File: src/utxb_pkg.sv
// Package of constants for the serial transceiver data path.
package utxb_pkg;

	// ----------------------------------------------------------------
	// Register map (byte addresses on AXI4-Lite)
	// ----------------------------------------------------------------
	localparam logic [3:0] ADDR_DATA   = 4'h0;
	localparam logic [3:0] ADDR_STATUS = 4'h4;
	localparam logic [3:0] ADDR_CTRL_B = 4'h8;
	localparam logic [3:0] ADDR_FORMAT = 4'hc;

	// ----------------------------------------------------------------
	// Field positions
	// ----------------------------------------------------------------
	localparam int ST_PARITY_ERR = 2;
	localparam int ST_OVERRUN    = 3;
	localparam int ST_FRAME_ERR  = 4;
	localparam int ST_BUF_EMPTY  = 5;
	localparam int ST_TX_DONE    = 6;
	localparam int ST_RX_DONE    = 7;
	localparam int CB_TX_NINTH   = 0;
	localparam int CB_RX_NINTH   = 1;
	localparam int CB_TX_EN      = 3;
	localparam int CB_RX_EN      = 4;
	localparam int CB_EMPTY_IE   = 5;
	localparam int CB_DONE_IE    = 6;
	localparam int FM_SIZE_LO    = 1;
	localparam int FM_STOP2      = 3;
	localparam int FM_PAR_LO     = 4;
	localparam int FM_SYNC       = 6;

	// ----------------------------------------------------------------
	// Reset values and encodings
	// ----------------------------------------------------------------
	localparam logic [7:0]  CTRL_B_RST  = 8'h00;
	localparam logic [7:0]  FORMAT_RST  = 8'h06;
	localparam logic [2:0]  SIZE_NINE   = 3'h7;
	localparam logic [1:0]  RESP_OKAY   = 2'h0;
	localparam logic [1:0]  RESP_SLVERR = 2'h2;
	localparam logic [15:0] BAUD_DIV    = 16'h006c;
	localparam int          RXQ_DEPTH   = 2;
	localparam int          RXQ_WIDTH   = 12;

	typedef enum logic [2:0] {
		UTXB_TX_IDLE, UTXB_TX_START, UTXB_TX_DATA, UTXB_TX_PAR, UTXB_TX_STOP
	} utxb_tx_state_t;

	typedef enum logic [2:0] {
		UTXB_RX_IDLE, UTXB_RX_DATA, UTXB_RX_PAR, UTXB_RX_STOP
	} utxb_rx_state_t;

endpackage : utxb_pkg

File: src/utxb_rxq_if.sv
// Interface between the receiver and its two-entry receive buffer.
`timescale 1ns/1ps
interface utxb_rxq_if;
	logic                          push;
	logic [utxb_pkg::RXQ_WIDTH-1:0] wdata;
	logic                          pop;
	logic                          flush;
	logic [utxb_pkg::RXQ_WIDTH-1:0] rdata;
	logic                          not_empty;
	logic                          full;
	modport owner (output push, wdata, pop, flush, input rdata, not_empty, full);
	modport store (input push, wdata, pop, flush, output rdata, not_empty, full);
endinterface : utxb_rxq_if

File: src/utxb_top.sv
// Serial transceiver data path with AXI4-Lite register access.
//
// Contract
// - Buffer-empty flag high when transmit buffer empty, low while it holds data.
// - A data register write with byte lane 0 enabled clears the buffer-empty flag.
// - Buffer-empty request is a level while flag and enable are set.
// - Transmit-complete sets when frame shifted out and buffer empty.
// - Transmit-complete clears on interrupt service or software writing one.
// - Transmit-complete request raised as flag sets when enabled.
// - Parity inserted after last data bit when upper parity bit set.
// - Disabled transmitter finishes shifter and buffer before releasing pin.
// - Receive enable makes receiver own the serial input pin.
// - Synchronous mode samples bits on external serial clock.
// - Bits after valid start shifted in to first stop; second stop ignored.
// - On first stop bit frame moves into receive buffer.
// - Narrow characters read back with zeroed high bits.
// - Ninth bit and error flags stored per character; data read advances.
// - Reading data frees the buffer entry at once.
// - Buffer word moves to shifter when idle or after last stop.
// - Frame: low start, LSB first, optional parity, high stops; idle high.
// - Receive-complete reads one while unread data remain.
// - Receive buffer holds two characters first-in first-out.
`timescale 1ns/1ps
module utxb_top (
	// Clock and reset.
	input  wire logic        ref_clk_i,
	input  wire logic        rst_i,
	// AXI4-Lite write channels.
	input  wire logic [3:0]  s_axi_awaddr_i,
	input  wire logic        s_axi_awvalid_i,
	output logic             s_axi_awready_o,
	input  wire logic [31:0] s_axi_wdata_i,
	input  wire logic [3:0]  s_axi_wstrb_i,
	input  wire logic        s_axi_wvalid_i,
	output logic             s_axi_wready_o,
	output logic [1:0]       s_axi_bresp_o,
	output logic             s_axi_bvalid_o,
	input  wire logic        s_axi_bready_i,
	// AXI4-Lite read channels.
	input  wire logic [3:0]  s_axi_araddr_i,
	input  wire logic        s_axi_arvalid_i,
	output logic             s_axi_arready_o,
	output logic [31:0]      s_axi_rdata_o,
	output logic [1:0]       s_axi_rresp_o,
	output logic             s_axi_rvalid_o,
	input  wire logic        s_axi_rready_i,
	// Serial pins, interrupt acknowledge and interrupt requests.
	input  wire logic        serial_in_pin_i,
	input  wire logic        serial_clock_pin_i,
	output logic             serial_out_pin_o,
	output logic             serial_out_oe_o,
	output logic             rx_pin_owned_o,
	input  wire logic        tx_done_irq_ack_i,
	output logic             tx_empty_irq_o,
	output logic             tx_done_irq_o
);
	// ----------------------------------------------------------------
	// Registers and state
	// ----------------------------------------------------------------
	logic [7:0]  ctrl_b;
	logic [7:0]  fmt;
	logic [7:0]  tx_buf;
	logic        tx_buf_full;
	logic        tx_complete_flag;
	logic        aw_hold, w_hold;
	logic [3:0]  aw_addr;
	logic [31:0] w_data;
	logic [3:0]  w_strb;
	logic [15:0] baud_cnt;
	logic        baud_tick, sclk_d, sclk_d2, sclk_d3, bit_tick;
	logic        rx_sync, rx_in;
	logic        frame_busy;
	logic [2:0]  char_size;
	logic [3:0]  nbits;
	logic        par_en, par_odd;
	utxb_pkg::utxb_tx_state_t tx_state;
	utxb_pkg::utxb_rx_state_t rx_state;
	logic [8:0]  tx_shift;
	logic [3:0]  tx_idx;
	logic        tx_par, tx_stop2, tx_stop_on;
	logic [8:0]  rx_shift;
	logic [3:0]  rx_idx;
	logic        rx_par, rx_par_err, rx_overrun;
	logic        wr_go, rd_data;

	utxb_rxq_if rxq ();
	utxb_rxq u_rxq (.ref_clk_i(ref_clk_i), .rst_i(rst_i), .q(rxq.store));

	assign char_size = {ctrl_b[utxb_pkg::CB_RX_NINTH+1], fmt[utxb_pkg::FM_SIZE_LO+1 -: 2]};
	assign par_en    = fmt[utxb_pkg::FM_PAR_LO+1];
	assign par_odd   = fmt[utxb_pkg::FM_PAR_LO];
	// Nine-bit mode uses the spare control-b bit 2 as size high bit.
	assign nbits = (char_size == utxb_pkg::SIZE_NINE) ? 4'd9 :
	               4'(char_size[1:0]) + 4'd5;

	// ----------------------------------------------------------------
	// AXI4-Lite write path
	// ----------------------------------------------------------------
	assign wr_go = aw_hold && w_hold && !s_axi_bvalid_o;

	// Address and data are latched in either order; response follows both.
	always_ff @(posedge ref_clk_i or posedge rst_i) begin
		if (rst_i) begin
			aw_hold <= 1'b0; w_hold <= 1'b0; aw_addr <= '0; w_data <= '0; w_strb <= '0;
			s_axi_awready_o <= 1'b1; s_axi_wready_o <= 1'b1;
			s_axi_bvalid_o <= 1'b0; s_axi_bresp_o <= utxb_pkg::RESP_OKAY;
		end else begin
			if (s_axi_awvalid_i && s_axi_awready_o) begin
				aw_hold <= 1'b1; aw_addr <= s_axi_awaddr_i; s_axi_awready_o <= 1'b0;
			end
			if (s_axi_wvalid_i && s_axi_wready_o) begin
				w_hold <= 1'b1; w_data <= s_axi_wdata_i; w_strb <= s_axi_wstrb_i;
				s_axi_wready_o <= 1'b0;
			end
			if (wr_go) begin
				aw_hold <= 1'b0; w_hold <= 1'b0; s_axi_bvalid_o <= 1'b1;
				s_axi_bresp_o <= (aw_addr[1:0] == 2'h0) ? utxb_pkg::RESP_OKAY
				                                       : utxb_pkg::RESP_SLVERR;
			end
			if (s_axi_bvalid_o && s_axi_bready_i) begin
				s_axi_bvalid_o <= 1'b0; s_axi_awready_o <= 1'b1; s_axi_wready_o <= 1'b1;
			end
		end
	end

	// Control and format registers; lane 0 only carries data.
	always_ff @(posedge ref_clk_i or posedge rst_i) begin
		if (rst_i) begin
			ctrl_b <= utxb_pkg::CTRL_B_RST;
			fmt    <= utxb_pkg::FORMAT_RST;
		end else begin
			if (wr_go && w_strb[0] && aw_addr == utxb_pkg::ADDR_CTRL_B)
				ctrl_b <= {w_data[7:2], ctrl_b[utxb_pkg::CB_RX_NINTH], w_data[0]};
			else
				ctrl_b[utxb_pkg::CB_RX_NINTH] <= rxq.rdata[8];
			if (wr_go && w_strb[0] && aw_addr == utxb_pkg::ADDR_FORMAT)
				fmt <= w_data[7:0];
		end
	end

	// ----------------------------------------------------------------
	// AXI4-Lite read path
	// ----------------------------------------------------------------
	assign rd_data = s_axi_arvalid_i && s_axi_arready_o && s_axi_araddr_i == utxb_pkg::ADDR_DATA;

	// Reads answer one cycle after the address is taken.
	always_ff @(posedge ref_clk_i or posedge rst_i) begin
		if (rst_i) begin
			s_axi_arready_o <= 1'b1; s_axi_rvalid_o <= 1'b0;
			s_axi_rdata_o <= '0; s_axi_rresp_o <= utxb_pkg::RESP_OKAY;
		end else if (s_axi_arvalid_i && s_axi_arready_o) begin
			s_axi_arready_o <= 1'b0;
			s_axi_rvalid_o  <= 1'b1;
			s_axi_rresp_o   <= utxb_pkg::RESP_OKAY;
			if (s_axi_araddr_i == utxb_pkg::ADDR_DATA)
				s_axi_rdata_o <= {24'h0, rxq.rdata[7:0]};
			else if (s_axi_araddr_i == utxb_pkg::ADDR_STATUS)
				s_axi_rdata_o <= {24'h0, rxq.not_empty, tx_complete_flag,
				                  !tx_buf_full, rxq.rdata[11:9], 2'h0};
			else if (s_axi_araddr_i == utxb_pkg::ADDR_CTRL_B)
				s_axi_rdata_o <= {24'h0, ctrl_b};
			else if (s_axi_araddr_i == utxb_pkg::ADDR_FORMAT)
				s_axi_rdata_o <= {24'h0, fmt};
			else begin
				s_axi_rdata_o <= '0;
				s_axi_rresp_o <= utxb_pkg::RESP_SLVERR;
			end
		end else if (s_axi_rvalid_o && s_axi_rready_i) begin
			s_axi_rvalid_o <= 1'b0; s_axi_arready_o <= 1'b1;
		end
	end

	// ----------------------------------------------------------------
	// Bit clock: internal divider or external serial clock edge
	// ----------------------------------------------------------------
	always_ff @(posedge ref_clk_i or posedge rst_i) begin
		if (rst_i) begin
			baud_cnt <= '0; baud_tick <= 1'b0; sclk_d <= 1'b0; sclk_d2 <= 1'b0;
			sclk_d3 <= 1'b0;
			rx_sync <= 1'b1; rx_in <= 1'b1;
		end else begin
			baud_tick <= (baud_cnt == utxb_pkg::BAUD_DIV);
			baud_cnt  <= (baud_cnt == utxb_pkg::BAUD_DIV) ? 16'h0 : baud_cnt + 16'h1;
			sclk_d  <= serial_clock_pin_i;
			sclk_d2 <= sclk_d;
			sclk_d3 <= sclk_d2;
			rx_sync <= serial_in_pin_i;
			rx_in   <= rx_sync;
		end
	end
	// Synchronous mode steps on the rising external clock edge.
	// The edge is taken behind the second flop so the first never feeds logic.
	assign bit_tick = fmt[utxb_pkg::FM_SYNC] ? (sclk_d2 & ~sclk_d3) : baud_tick;

	// ----------------------------------------------------------------
	// Transmitter
	// ----------------------------------------------------------------
	// Buffer word, set by data writes, emptied when the shifter loads it.
	always_ff @(posedge ref_clk_i or posedge rst_i) begin
		if (rst_i) begin
			tx_buf <= '0; tx_buf_full <= 1'b0;
		end else if (wr_go && w_strb[0] && aw_addr == utxb_pkg::ADDR_DATA) begin
			tx_buf <= w_data[7:0]; tx_buf_full <= 1'b1;
		end else if (bit_tick && tx_buf_full &&
		             (tx_state == utxb_pkg::UTXB_TX_IDLE ||
		              (tx_state == utxb_pkg::UTXB_TX_STOP && tx_stop_on && !tx_stop2))) begin
			tx_buf_full <= 1'b0;
		end
	end

	// Shifter state machine; line idles high.
	always_ff @(posedge ref_clk_i or posedge rst_i) begin
		if (rst_i) begin
			tx_state <= utxb_pkg::UTXB_TX_IDLE; tx_shift <= '0; tx_idx <= '0;
			tx_par <= 1'b0; tx_stop2 <= 1'b0; serial_out_pin_o <= 1'b1;
			tx_stop_on <= 1'b0;
		end else if (bit_tick) begin
			case (tx_state)
				utxb_pkg::UTXB_TX_IDLE, utxb_pkg::UTXB_TX_STOP: begin
					if (tx_state == utxb_pkg::UTXB_TX_STOP && !tx_stop_on) begin
						// The first stop bit always goes out, even with a word waiting.
						tx_stop_on <= 1'b1; serial_out_pin_o <= 1'b1;
					end else if (tx_state == utxb_pkg::UTXB_TX_STOP && tx_stop2) begin
						tx_stop2 <= 1'b0; serial_out_pin_o <= 1'b1;
					end else if (tx_buf_full && (ctrl_b[utxb_pkg::CB_TX_EN] || frame_busy)) begin
						// Mask narrow characters, append the stored ninth bit.
						tx_shift <= {ctrl_b[utxb_pkg::CB_TX_NINTH], tx_buf} &
						            9'((10'h1 << nbits) - 10'h1);
						tx_par   <= par_odd;
						tx_idx   <= '0;
						tx_stop_on <= 1'b0;
						tx_state <= utxb_pkg::UTXB_TX_START;
						serial_out_pin_o <= 1'b0;
					end else begin
						tx_state <= utxb_pkg::UTXB_TX_IDLE; serial_out_pin_o <= 1'b1;
						tx_stop_on <= 1'b0;
					end
				end
				utxb_pkg::UTXB_TX_START, utxb_pkg::UTXB_TX_DATA: begin
					serial_out_pin_o <= tx_shift[0];
					tx_par   <= tx_par ^ tx_shift[0];
					tx_shift <= tx_shift >> 1;
					tx_idx   <= tx_idx + 4'h1;
					tx_state <= (tx_idx + 4'h1 == nbits) ?
					            (par_en ? utxb_pkg::UTXB_TX_PAR : utxb_pkg::UTXB_TX_STOP)
					            : utxb_pkg::UTXB_TX_DATA;
					if (tx_idx + 4'h1 == nbits && !par_en)
						tx_stop2 <= fmt[utxb_pkg::FM_STOP2];
				end
				utxb_pkg::UTXB_TX_PAR: begin
					serial_out_pin_o <= tx_par;
					tx_stop2 <= fmt[utxb_pkg::FM_STOP2];
					tx_state <= utxb_pkg::UTXB_TX_STOP;
				end
				default: tx_state <= utxb_pkg::UTXB_TX_IDLE;
			endcase
			if (tx_state == utxb_pkg::UTXB_TX_DATA && tx_idx == nbits)
				serial_out_pin_o <= 1'b1;
		end
	end

	// Pin ownership lasts while enabled or anything is pending.
	assign frame_busy = (tx_state != utxb_pkg::UTXB_TX_IDLE) || tx_buf_full;
	always_ff @(posedge ref_clk_i or posedge rst_i) begin
		if (rst_i)
			serial_out_oe_o <= 1'b0;
		else
			serial_out_oe_o <= ctrl_b[utxb_pkg::CB_TX_EN] || frame_busy;
	end

	// Complete flag: set wins over any clear in the same cycle.
	always_ff @(posedge ref_clk_i or posedge rst_i) begin
		if (rst_i)
			tx_complete_flag <= 1'b0;
		else if (bit_tick && tx_state == utxb_pkg::UTXB_TX_STOP && tx_stop_on && !tx_stop2 &&
		         !tx_buf_full)
			tx_complete_flag <= 1'b1;
		else if (tx_done_irq_ack_i ||
		         (wr_go && w_strb[0] && aw_addr == utxb_pkg::ADDR_STATUS &&
		          w_data[utxb_pkg::ST_TX_DONE]))
			tx_complete_flag <= 1'b0;
	end

	// Interrupt request levels.
	always_ff @(posedge ref_clk_i or posedge rst_i) begin
		if (rst_i) begin
			tx_empty_irq_o <= 1'b0; tx_done_irq_o <= 1'b0;
		end else begin
			tx_empty_irq_o <= !tx_buf_full && ctrl_b[utxb_pkg::CB_EMPTY_IE];
			tx_done_irq_o  <= tx_complete_flag && ctrl_b[utxb_pkg::CB_DONE_IE]
			                  && !tx_done_irq_ack_i;
		end
	end

	// ----------------------------------------------------------------
	// Receiver
	// ----------------------------------------------------------------
	assign rxq.pop   = rd_data;
	assign rxq.flush = !ctrl_b[utxb_pkg::CB_RX_EN];

	always_ff @(posedge ref_clk_i or posedge rst_i) begin
		if (rst_i)
			rx_pin_owned_o <= 1'b0;
		else
			rx_pin_owned_o <= ctrl_b[utxb_pkg::CB_RX_EN];
	end

	// Receive shifter; stops at first stop bit and pushes to the buffer.
	always_ff @(posedge ref_clk_i or posedge rst_i) begin
		if (rst_i) begin
			rx_state <= utxb_pkg::UTXB_RX_IDLE; rx_shift <= '0; rx_idx <= '0;
			rx_par <= 1'b0; rx_par_err <= 1'b0; rx_overrun <= 1'b0;
			rxq.push <= 1'b0; rxq.wdata <= '0;
		end else begin
			rxq.push <= 1'b0;
			if (!ctrl_b[utxb_pkg::CB_RX_EN]) begin
				rx_state <= utxb_pkg::UTXB_RX_IDLE;
			end else if (bit_tick) begin
				case (rx_state)
					utxb_pkg::UTXB_RX_IDLE: if (!rx_in) begin
						rx_overrun <= rxq.full;
						rx_idx <= '0; rx_shift <= '0; rx_par <= par_odd;
						rx_state <= utxb_pkg::UTXB_RX_DATA;
					end
					utxb_pkg::UTXB_RX_DATA: begin
						// Each bit enters at the top of the character and moves down.
						if (rx_idx == 4'h0) rx_shift <= 9'(rx_in) << 4'(nbits - 4'h1);
						else rx_shift <= (rx_shift >> 1) | (9'(rx_in) << 4'(nbits - 4'h1));
						rx_par <= rx_par ^ rx_in;
						rx_idx <= rx_idx + 4'h1;
						if (rx_idx + 4'h1 == nbits)
							rx_state <= par_en ? utxb_pkg::UTXB_RX_PAR : utxb_pkg::UTXB_RX_STOP;
					end
					utxb_pkg::UTXB_RX_PAR: begin
						rx_par_err <= rx_par ^ rx_in;
						rx_state   <= utxb_pkg::UTXB_RX_STOP;
					end
					utxb_pkg::UTXB_RX_STOP: begin
						rxq.push  <= !rxq.full;
						rxq.wdata <= {!rx_in, rx_overrun, par_en & rx_par_err, rx_shift};
						rx_par_err <= 1'b0;
						rx_state  <= utxb_pkg::UTXB_RX_IDLE;
					end
					default: rx_state <= utxb_pkg::UTXB_RX_IDLE;
				endcase
			end
		end
	end

	// ----------------------------------------------------------------
	// Checks
	// ----------------------------------------------------------------
	a_write_clears_empty: assert property (@(posedge ref_clk_i) disable iff (rst_i)
		wr_go && w_strb[0] && aw_addr == utxb_pkg::ADDR_DATA |=> tx_buf_full)
		else $error("data write did not fill transmit buffer");
	a_empty_irq_level: assert property (@(posedge ref_clk_i) disable iff (rst_i)
		!tx_buf_full && ctrl_b[utxb_pkg::CB_EMPTY_IE] |=> tx_empty_irq_o)
		else $error("empty request missing");
	a_done_set: assert property (@(posedge ref_clk_i) disable iff (rst_i)
		$rose(tx_complete_flag) |-> $past(tx_state) == utxb_pkg::UTXB_TX_STOP && !tx_buf_full)
		else $error("complete flag rose outside stop bit");
	a_done_irq: assert property (@(posedge ref_clk_i) disable iff (rst_i)
		$rose(tx_complete_flag) && ctrl_b[utxb_pkg::CB_DONE_IE] && !tx_done_irq_ack_i
		|=> tx_done_irq_o)
		else $error("complete request missing");
	a_oe_hold: assert property (@(posedge ref_clk_i) disable iff (rst_i)
		frame_busy |=> serial_out_oe_o)
		else $error("pin released during frame");
	a_rx_own: assert property (@(posedge ref_clk_i) disable iff (rst_i)
		ctrl_b[utxb_pkg::CB_RX_EN] |=> rx_pin_owned_o)
		else $error("receiver did not take pin");
	a_flag_empty: assert property (@(posedge ref_clk_i) disable iff (rst_i)
		rxq.push && ctrl_b[utxb_pkg::CB_RX_EN] |=> rxq.not_empty)
		else $error("receive flag low after push");
	a_start_low: assert property (@(posedge ref_clk_i) disable iff (rst_i)
		$past(tx_state) == utxb_pkg::UTXB_TX_IDLE && tx_state == utxb_pkg::UTXB_TX_START
		|-> !serial_out_pin_o)
		else $error("start bit not low");
endmodule : utxb_top

File: src/utxb_rxq.sv
// Two-entry receive buffer holding data, ninth bit and error flags.
`timescale 1ns/1ps
module utxb_rxq (
	// Clock and reset.
	input  wire logic ref_clk_i,
	input  wire logic rst_i,
	// Buffer port.
	utxb_rxq_if.store q
);
	logic [utxb_pkg::RXQ_WIDTH-1:0] mem [utxb_pkg::RXQ_DEPTH];
	logic [1:0]                     count;
	logic                           wr_ptr;
	logic                           rd_ptr;

	// Occupancy and pointers; flush empties at once.
	always_ff @(posedge ref_clk_i or posedge rst_i) begin
		if (rst_i) begin
			count  <= 2'h0;
			wr_ptr <= 1'b0;
			rd_ptr <= 1'b0;
		end else if (q.flush) begin
			count  <= 2'h0;
			wr_ptr <= 1'b0;
			rd_ptr <= 1'b0;
		end else begin
			if (q.push && !q.full)
				wr_ptr <= ~wr_ptr;
			if (q.pop && q.not_empty)
				rd_ptr <= ~rd_ptr;
			count <= count + 2'((q.push && !q.full) ? 1 : 0) - 2'((q.pop && q.not_empty) ? 1 : 0);
		end
	end

	// Storage cells, one per entry.
	for (genvar i = 0; i < utxb_pkg::RXQ_DEPTH; i++) begin : g_cell
		always_ff @(posedge ref_clk_i) begin
			if (q.push && !q.full && !q.flush && wr_ptr == 1'(i))
				mem[i] <= q.wdata;
		end
	end

	// Registered head of the queue; shows the next entry one cycle after a pop moves the read pointer.
	always_ff @(posedge ref_clk_i or posedge rst_i) begin
		if (rst_i)
			q.rdata <= '0;
		else
			q.rdata <= mem[rd_ptr];
	end

	assign q.not_empty = (count != 2'h0);
	assign q.full      = (count == 2'(utxb_pkg::RXQ_DEPTH));
endmodule : utxb_rxq

File: config.mk
export PLATFORM = sky130hd
export DESIGN_NAME = utxb_top
export DESIGN_NICKNAME = d
export VERILOG_FILES = /design/src/utxb_pkg.sv /design/src/utxb_rxq_if.sv /design/src/utxb_top.sv /design/src/utxb_rxq.sv
export SDC_FILE = /design/constraint.sdc
export NUM_CORES = 1
export LEC_CHECK = 0
export BUFFER_PORTS_ARGS = -buffer_cell sky130_fd_sc_hd__buf_2
export CAP_MARGIN = 0
export CORE_ASPECT_RATIO = 0.9
export CORE_MARGIN = 10
export CORE_UTILIZATION = 58
export CTS_CLUSTER_SIZE = 28
export DETAILED_ROUTE_END_ITERATION = 10
export PLACE_DENSITY = 0.8
export SLEW_MARGIN = 20
export SYNTH_ARGS = -nofsm -noshare
export SYNTH_HDL_FRONTEND = slang
export SYNTH_SLANG_ARGS = --single-unit
File: constraint.sdc
create_clock -name ref_clk_i -period 5.7 [get_ports ref_clk_i]
set_clock_uncertainty 0.1 [all_clocks]
set_input_delay 0.855 -clock ref_clk_i [delete_from_list [all_inputs] [get_ports ref_clk_i]]
set_output_delay 0.855 -clock ref_clk_i [all_outputs]
set_load 0.01 [all_outputs]
==> impl_metrics.ini, run 1 <==
[run_status]
status = finished, final reports clean

[timing]
worstMarginPinSlew_ns = 1.056
fin_ws_ns = 2.156
hold_viol = 0
slew_headroom = 0.2932
finalCriticalPeriod_ns = 3.544
fin_tns_setup_ns = 0
slew_violations = 0
min_period_over_period = 0.6217
finalSetupViolCount = 0
fmax_mhz = 282.2
rsz0062_at_grt = false

[job]
cap_violations = 0

[synthesis]
post_synth.cell_area_avg_um2 = 11.83
synth_fa_ha_area_frac = 0.02656
syn_area_mm2 = 0.008009
yosysSeqAreaShare = 0.5568
ys.flop_type = dfrtp_1
async_flop_share = 0.8613
ys_top_cells_by_area = dfrtp_1 44%, edfxtp_1 9.0%, mux2_2 8.0%, nand2_1 3.2%, ha_1 2.7%
synth_edf_count = 24
synth.ff_latch_count = 173
synth_cell_types = 67
synth-xor-area-share = 0.02953
yosys_warnings = 0
synth_top_family_by_area = simple AND/OR/NAND/NOR gates
synth_top_area_cell = dfrtp_1
yosys.area.top_type_share = 0.4406
muxShareOfSynthArea = 0.1167
synth-compound-area-share = 0.09124
synthSimpleGateAreaFrac = 0.1269
synth_cells = 677

[die]
coreArea_mm2 = 0.01346
die_y_um = 131.5
rows = 40
die_width_um = 143.9
ios = 100
start_util = 0.5949
die-area_mm2 = 0.01892

[setup_path]
cp_num_buf_inv = 1
r2r-end = tx_shift[6]
r2r_slack_ns = 2.16
critical_path.endpoint = tx_shift[6]
worstPathCellList = ha_1 -> nand2_1 -> nand2_1 -> inv_1 -> ha_1 -> nor2_1 -> mux2i_1 -> a2111oi_0 -> a21oi_1 -> o21ai_1
slowest_delay_ns = 0.76
endpoint_kind = flop
reg2reg_depth = 10
path_delay_family = adder cells
startpoint_type = flop
path_depth = 10
cp_max_fo = 23
arrival_ns = 3.80
critPathKind = flop to flop
crit_start = fmt[1]
cp.required_ns = 5.95
reg2reg_from = fmt[1]
slowest_stage = ha_1

[min_path]
hp-start = sclk_d
min-delay-path-class = flop to flop

[power_and_ir_drop]
intPower_mw = 2.392
powerDensity_mw_per_mm2 = 377.3
p_leak_nw = 3.959
switchingPower_mw = 0.9422
swShare = 0.2826
pwr-share-comb = 0.169
peakVddDrop_mv = 0.2468
seqPwrFrac = 0.481
p_clk_frac = 0.350
finalPower_mw = 3.334

[final_layout]
fin_nets = 789
finish.utilization = 0.6563
area_growth_pct = 10.33
drive_gt1_frac = 0.2148
n_antenna_cell = 0

[clock_tree]
path_clk_slew_ns = 0.06
htree_levels = 4
cts_resized = 0
cts_setup_buffers = 0
insertion_delay_ns = 0.43
cts.sinks = 173
cts_buffers = 17
clock_tree.buffer_depth = 2
clockRootBuffer = clkbuf_16
cts_hold_buf = 0
cts_tree = built

[route]
wirelength_um = 16490
viasPerCell = 5.852
first_pass_iters = 5
drt_iter0_markers = 419
ant_nets = 0
wl_per_cell_um = 18.34
remaining_drc_errors = 0
vias = 5261

[global_routing]
track_usage = 0.1777
antenna_found_initial = 0
first_global_vias = 5335
grt_max_degree = 86
grt_first_pass_wirelength_um = 27050
grt_overflow = 0

[place]
dp_slack_ns = 2.299
place.gp.congestion = 0.8764
port_buffers = 46
hpwl_um = 11380
per-layer routing:
metal,up-vias,global-route usage,part of all wire
met5,-,0,0
met4,0,0.06916,0.021
met3,27,0.04971,0.057
met2,154,0.2813,0.49
met1,2639,0.2251,0.43
li1,2441,-,-
worst min-delay path by stage:
stage              end  cells after the start
2_1_floorplan  sclk_d2                      0
3_3_place_gp   sclk_d2                      0
3_5_place_dp   sclk_d2                      0
4_1_cts        sclk_d2                      0
5_1_grt          rx_in                      0
6_report       sclk_d2                      0
synthesized netlist by cell type (all sizes together) (3+ instances only):
cell type,instances
buf,41
and2,9
nand2,68
dfstp,8
inv,23
dfrtp,141
nor3,10
mux4,6
nor2,37
ha,17
nor2b,8
clkbuf,11
nand3,14
or2,4
xnor2,17
and3,8
edfxtp,24
a32oi,5
xor2,10
o31ai,3
a31oi,4
a21oi,17
a22o,17
mux2,63
and4,3
o21ai,39
nand4,11
a32o,4
nand2b,7
nand3b,3
nand4b,3
mux2i,9
flip-flops by register name (all words and copies together) (netlist names), 9 cells and up:
signal	flops
tx_shift	9
baud_cnt	16
u_rxq.q.rdata	12
u_rxq.mem	24
rx_shift	9
rxq.wdata	12
cell type report:
type	instances	area, µm²
clock buffer	21	450.4
clock inverter	11	143.9
fill	973	4627
inverter	23	91.34
multi-input combinational	455	3236
sequential	173	4459
tap	168	210.2
timing repair buffer	48	245.2
layout by cell type, fill, tap and decap left out, drive strengths merged, types with 21 or more instances in the layout:
cell type / Yosys / layout
nand2: 68 / 68
o21ai: 39 / 39
buf: 41 / 48
mux2: 63 / 63
edfxtp: 24 / 24
inv: 23 / 24
nor2: 37 / 37
dfrtp: 141 / 141
conb: 2 / 28
clkbuf: 11 / 21
kinds of logic (layout without fill, tap and decap cells):
family / Yosys count / after routing
AOI/OAI and AO/OA: 107 / 107
xor gates and xnor gates: 27 / 27
adders and majority gates: 17 / 17
buffers and inverters: 75 / 103
DFF: 173 / 173
muxes: 78 / 78
other: 2 / 28
and+or+nand+nor: 198 / 198
worst reg2reg max path, cell delays in order, from the launching register on:
cell	delay [ns]
dfstp_2	0.71
ha_1	0.76
nand2_1	0.37
nand2_1	0.21
inv_1	0.10
ha_1	0.28
nor2_1	0.16
mux2i_1	0.09
a2111oi_0	0.50
a21oi_1	0.08
o21ai_1	0.13
stage by stage:
step,cell area [µm²],hold WS [ns],std cells
finish,8836,0.2522,899
detailed placement,8242,0.2378,867
global route,8836,0.2636,899
global placement,8242,0.2396,867
CTS,8836,0.2577,899
floorplan,8107,0.2312,703
power groups by stage:
| stage | clock network (mW) | logic [mW] | registers [mW] |
|---|---|---|---|
| global placement | 0 | 0.537 | 1.61 |
| CTS | 1.19 | 0.565 | 1.60 |
| detailed placement | 0 | 0.558 | 1.62 |
| floorplan | 0 | 0.441 | 1.56 |
| global route | 1.24 | 0.624 | 1.63 |
| finish | 1.17 | 0.564 | 1.60 |
Note: power is estimated with default switching activity, not from simulation.
==> run 2: changes to the inputs <==
--- a/config.mk
+++ b/config.mk
@@ -9,10 +9,10 @@
 export CAP_MARGIN = 0
 export CORE_ASPECT_RATIO = 0.9
 export CORE_MARGIN = 10
-export CORE_UTILIZATION = 58
+export CORE_UTILIZATION = 52
 export CTS_CLUSTER_SIZE = 28
 export DETAILED_ROUTE_END_ITERATION = 10
-export PLACE_DENSITY = 0.8
+export PLACE_DENSITY = 0.76
 export SLEW_MARGIN = 20
 export SYNTH_ARGS = -nofsm -noshare
 export SYNTH_HDL_FRONTEND = slang
==> constraint.sdc (replaced) <==
create_clock -name ref_clk_i -period 3.24 [get_ports ref_clk_i]
set_clock_uncertainty 0.1 [all_clocks]
set_input_delay 0.486 -clock ref_clk_i [delete_from_list [all_inputs] [get_ports ref_clk_i]]
set_output_delay 0.486 -clock ref_clk_i [all_outputs]
set_load 0.01 [all_outputs]
==> run 2 against run 1 <==
  * Sequential power increased by 75%
  * Critical path type unchanged
  * Clock power increased by 63%
  * Utilization decreased by 6.0 points
  * Critical endpoint unchanged
  * Power increased by 72%
==> impl_metrics.ini, run 2 (synthesis gave the netlist of run 1 again) <==
[place]
place.gp.congestion = 0.9041
dp_slack_ns = 0.5650
port_buffers = 46
dpl.cell_count = 903
hpwl_um = 11600

[final_layout]
regArea_mm2 = 0.004459
final_common_cell = dfrtp_1
n_antenna_cell = 0
area_growth_pct = 11.03
fin_nets = 795
top_register = u_rxq.mem
final_cells = 935
fillerInstances = 1184
final_cell_mix = 141 x dfrtp_1, 68 x nand2_1, 57 x mux2_2
finish.utilization = 0.5958
multi_input_area_mm2 = 0.003236
drive_gt1_frac = 0.2252
largest_reg_flops = 24
top_regs = u_rxq.mem x24, baud_cnt x16

[clock_tree]
cts_resized = 0
htree_levels = 4
cts_buffers = 17
clockRootBuffer = clkbuf_16
path_clk_slew_ns = 0.07
insertion_delay_ns = 0.44
cts.sinks = 173
cts_tree = built
cts_setup_buffers = 0
cts_hold_buf = 0
clock_tree.buffer_depth = 2

[setup_path]
cp_num_buf_inv = 1
slowest_stage = dfstp_2
cp.required_ns = 3.50
path_delay_family = flip-flops
worstPathCellList = ha_1 -> nand2_1 -> nand2_1 -> inv_1 -> ha_1 -> nor2_1 -> mux2i_1 -> a2111oi_0 -> a21oi_1 -> o21ai_1
path_depth = 10
cp_max_fo = 15
arrival_ns = 3.03
reg2reg_depth = 10
r2r_slack_ns = 0.47
startpoint_type = flop
critPathKind = flop to flop
endpoint_kind = flop
slowest_delay_ns = 0.75

[die]
rows = 42
ios = 100
die_y_um = 137.7
die-area_mm2 = 0.02077
coreArea_mm2 = 0.01492
die_width_um = 150.8
start_util = 0.5366

[route]
vias = 5260
remaining_drc_errors = 0
drt_iter0_markers = 309
wirelength_um = 16700
wl_per_cell_um = 17.86
first_pass_iters = 5
viasPerCell = 5.626
ant_nets = 0

[power_and_ir_drop]
powerDensity_mw_per_mm2 = 645.8
peakVddDrop_mv = 0.4709
finalPower_mw = 5.743
p_leak_nw = 4.025

[global_routing]
grt_max_degree = 150
grt_overflow = 0
use_met2 = 0.2744
grt_first_pass_wirelength_um = 27300
track_usage = 0.1674
antenna_found_initial = 0
top_usage_layer = met2
use_met1 = 0.2138
first_global_vias = 5332
met3_usage = 0.04559

[timing]
fin_ws_ns = 0.4707
slew_headroom = 0.3433
worstMarginPinSlew_ns = 0.9850
min_period_over_period = 0.8547
fin_tns_setup_ns = 0
finalSetupViolCount = 0
hold_viol = 0
slew_violations = 0
fmax_mhz = 361.1
rsz0062_at_grt = false
finalCriticalPeriod_ns = 2.769

[job]
cap_violations = 0

[run_status]
status = finished, final reports clean

[min_path]
min-delay-path-class = input pin to flop
min_path_cells = 1
run 2: path summary, 6_finish.rpt:
check,start,end
worst max-delay path,fmt[1],tx_shift[6]
worst min-delay path,serial_in_pin_i,rx_sync
worst max register to register,fmt[1],tx_shift[6]
worst min register to register,rx_sync,rx_in
max in group asynchronous,rst_i,rx_shift[1]
min in group asynchronous,rst_i,rxq.wdata[1]
run 2: layout make-up:
cell class	count	area share
Clock inverter	15	0.01477
Inverter	23	0.01013
Clock buffer	17	0.04784
Multi-Input combinational cell	455	0.3639
Timing Repair Buffer	54	0.03405
Sequential cell	173	0.5015
Tap cell	198	0.02786
run 2: power breakdown:
group          total (mW)  internal (mW)  leakage (nW)  switching [mW]
registers            2.80           2.51          2.14           0.293
clock network        1.91           1.01         0.272           0.905
logic                1.03          0.477          1.61           0.552
run 2: worst reg2reg max path: cells and delay by family (launching register included):
family | cells | cell delay, ns
fa+ha+maj | 2 | 0.51
compound gates | 3 | 0.63
simple gates | 3 | 0.51
flops | 1 | 0.75
mux | 1 | 0.09
buf+inv | 1 | 0.10
run 2: per-layer routing:
layer | wire (µm) | share of wire | up-vias
met1 | 7195 | 0.43 | 2612
met4 | 189 | 0.011 | 0
met5 | 0 | 0 | -
met2 | 8148 | 0.49 | 171
li1 | - | - | 2455
met3 | 1170 | 0.070 | 22
run 2: through the flow:
step	cell area [µm²]	hold slack, ns
CTS	8892	0.03549
finish	8892	0.05002
detailed placement	8335	0.2472
floorplan	8110	0.2312
global placement	8335	0.2342
global route	8892	0.03571
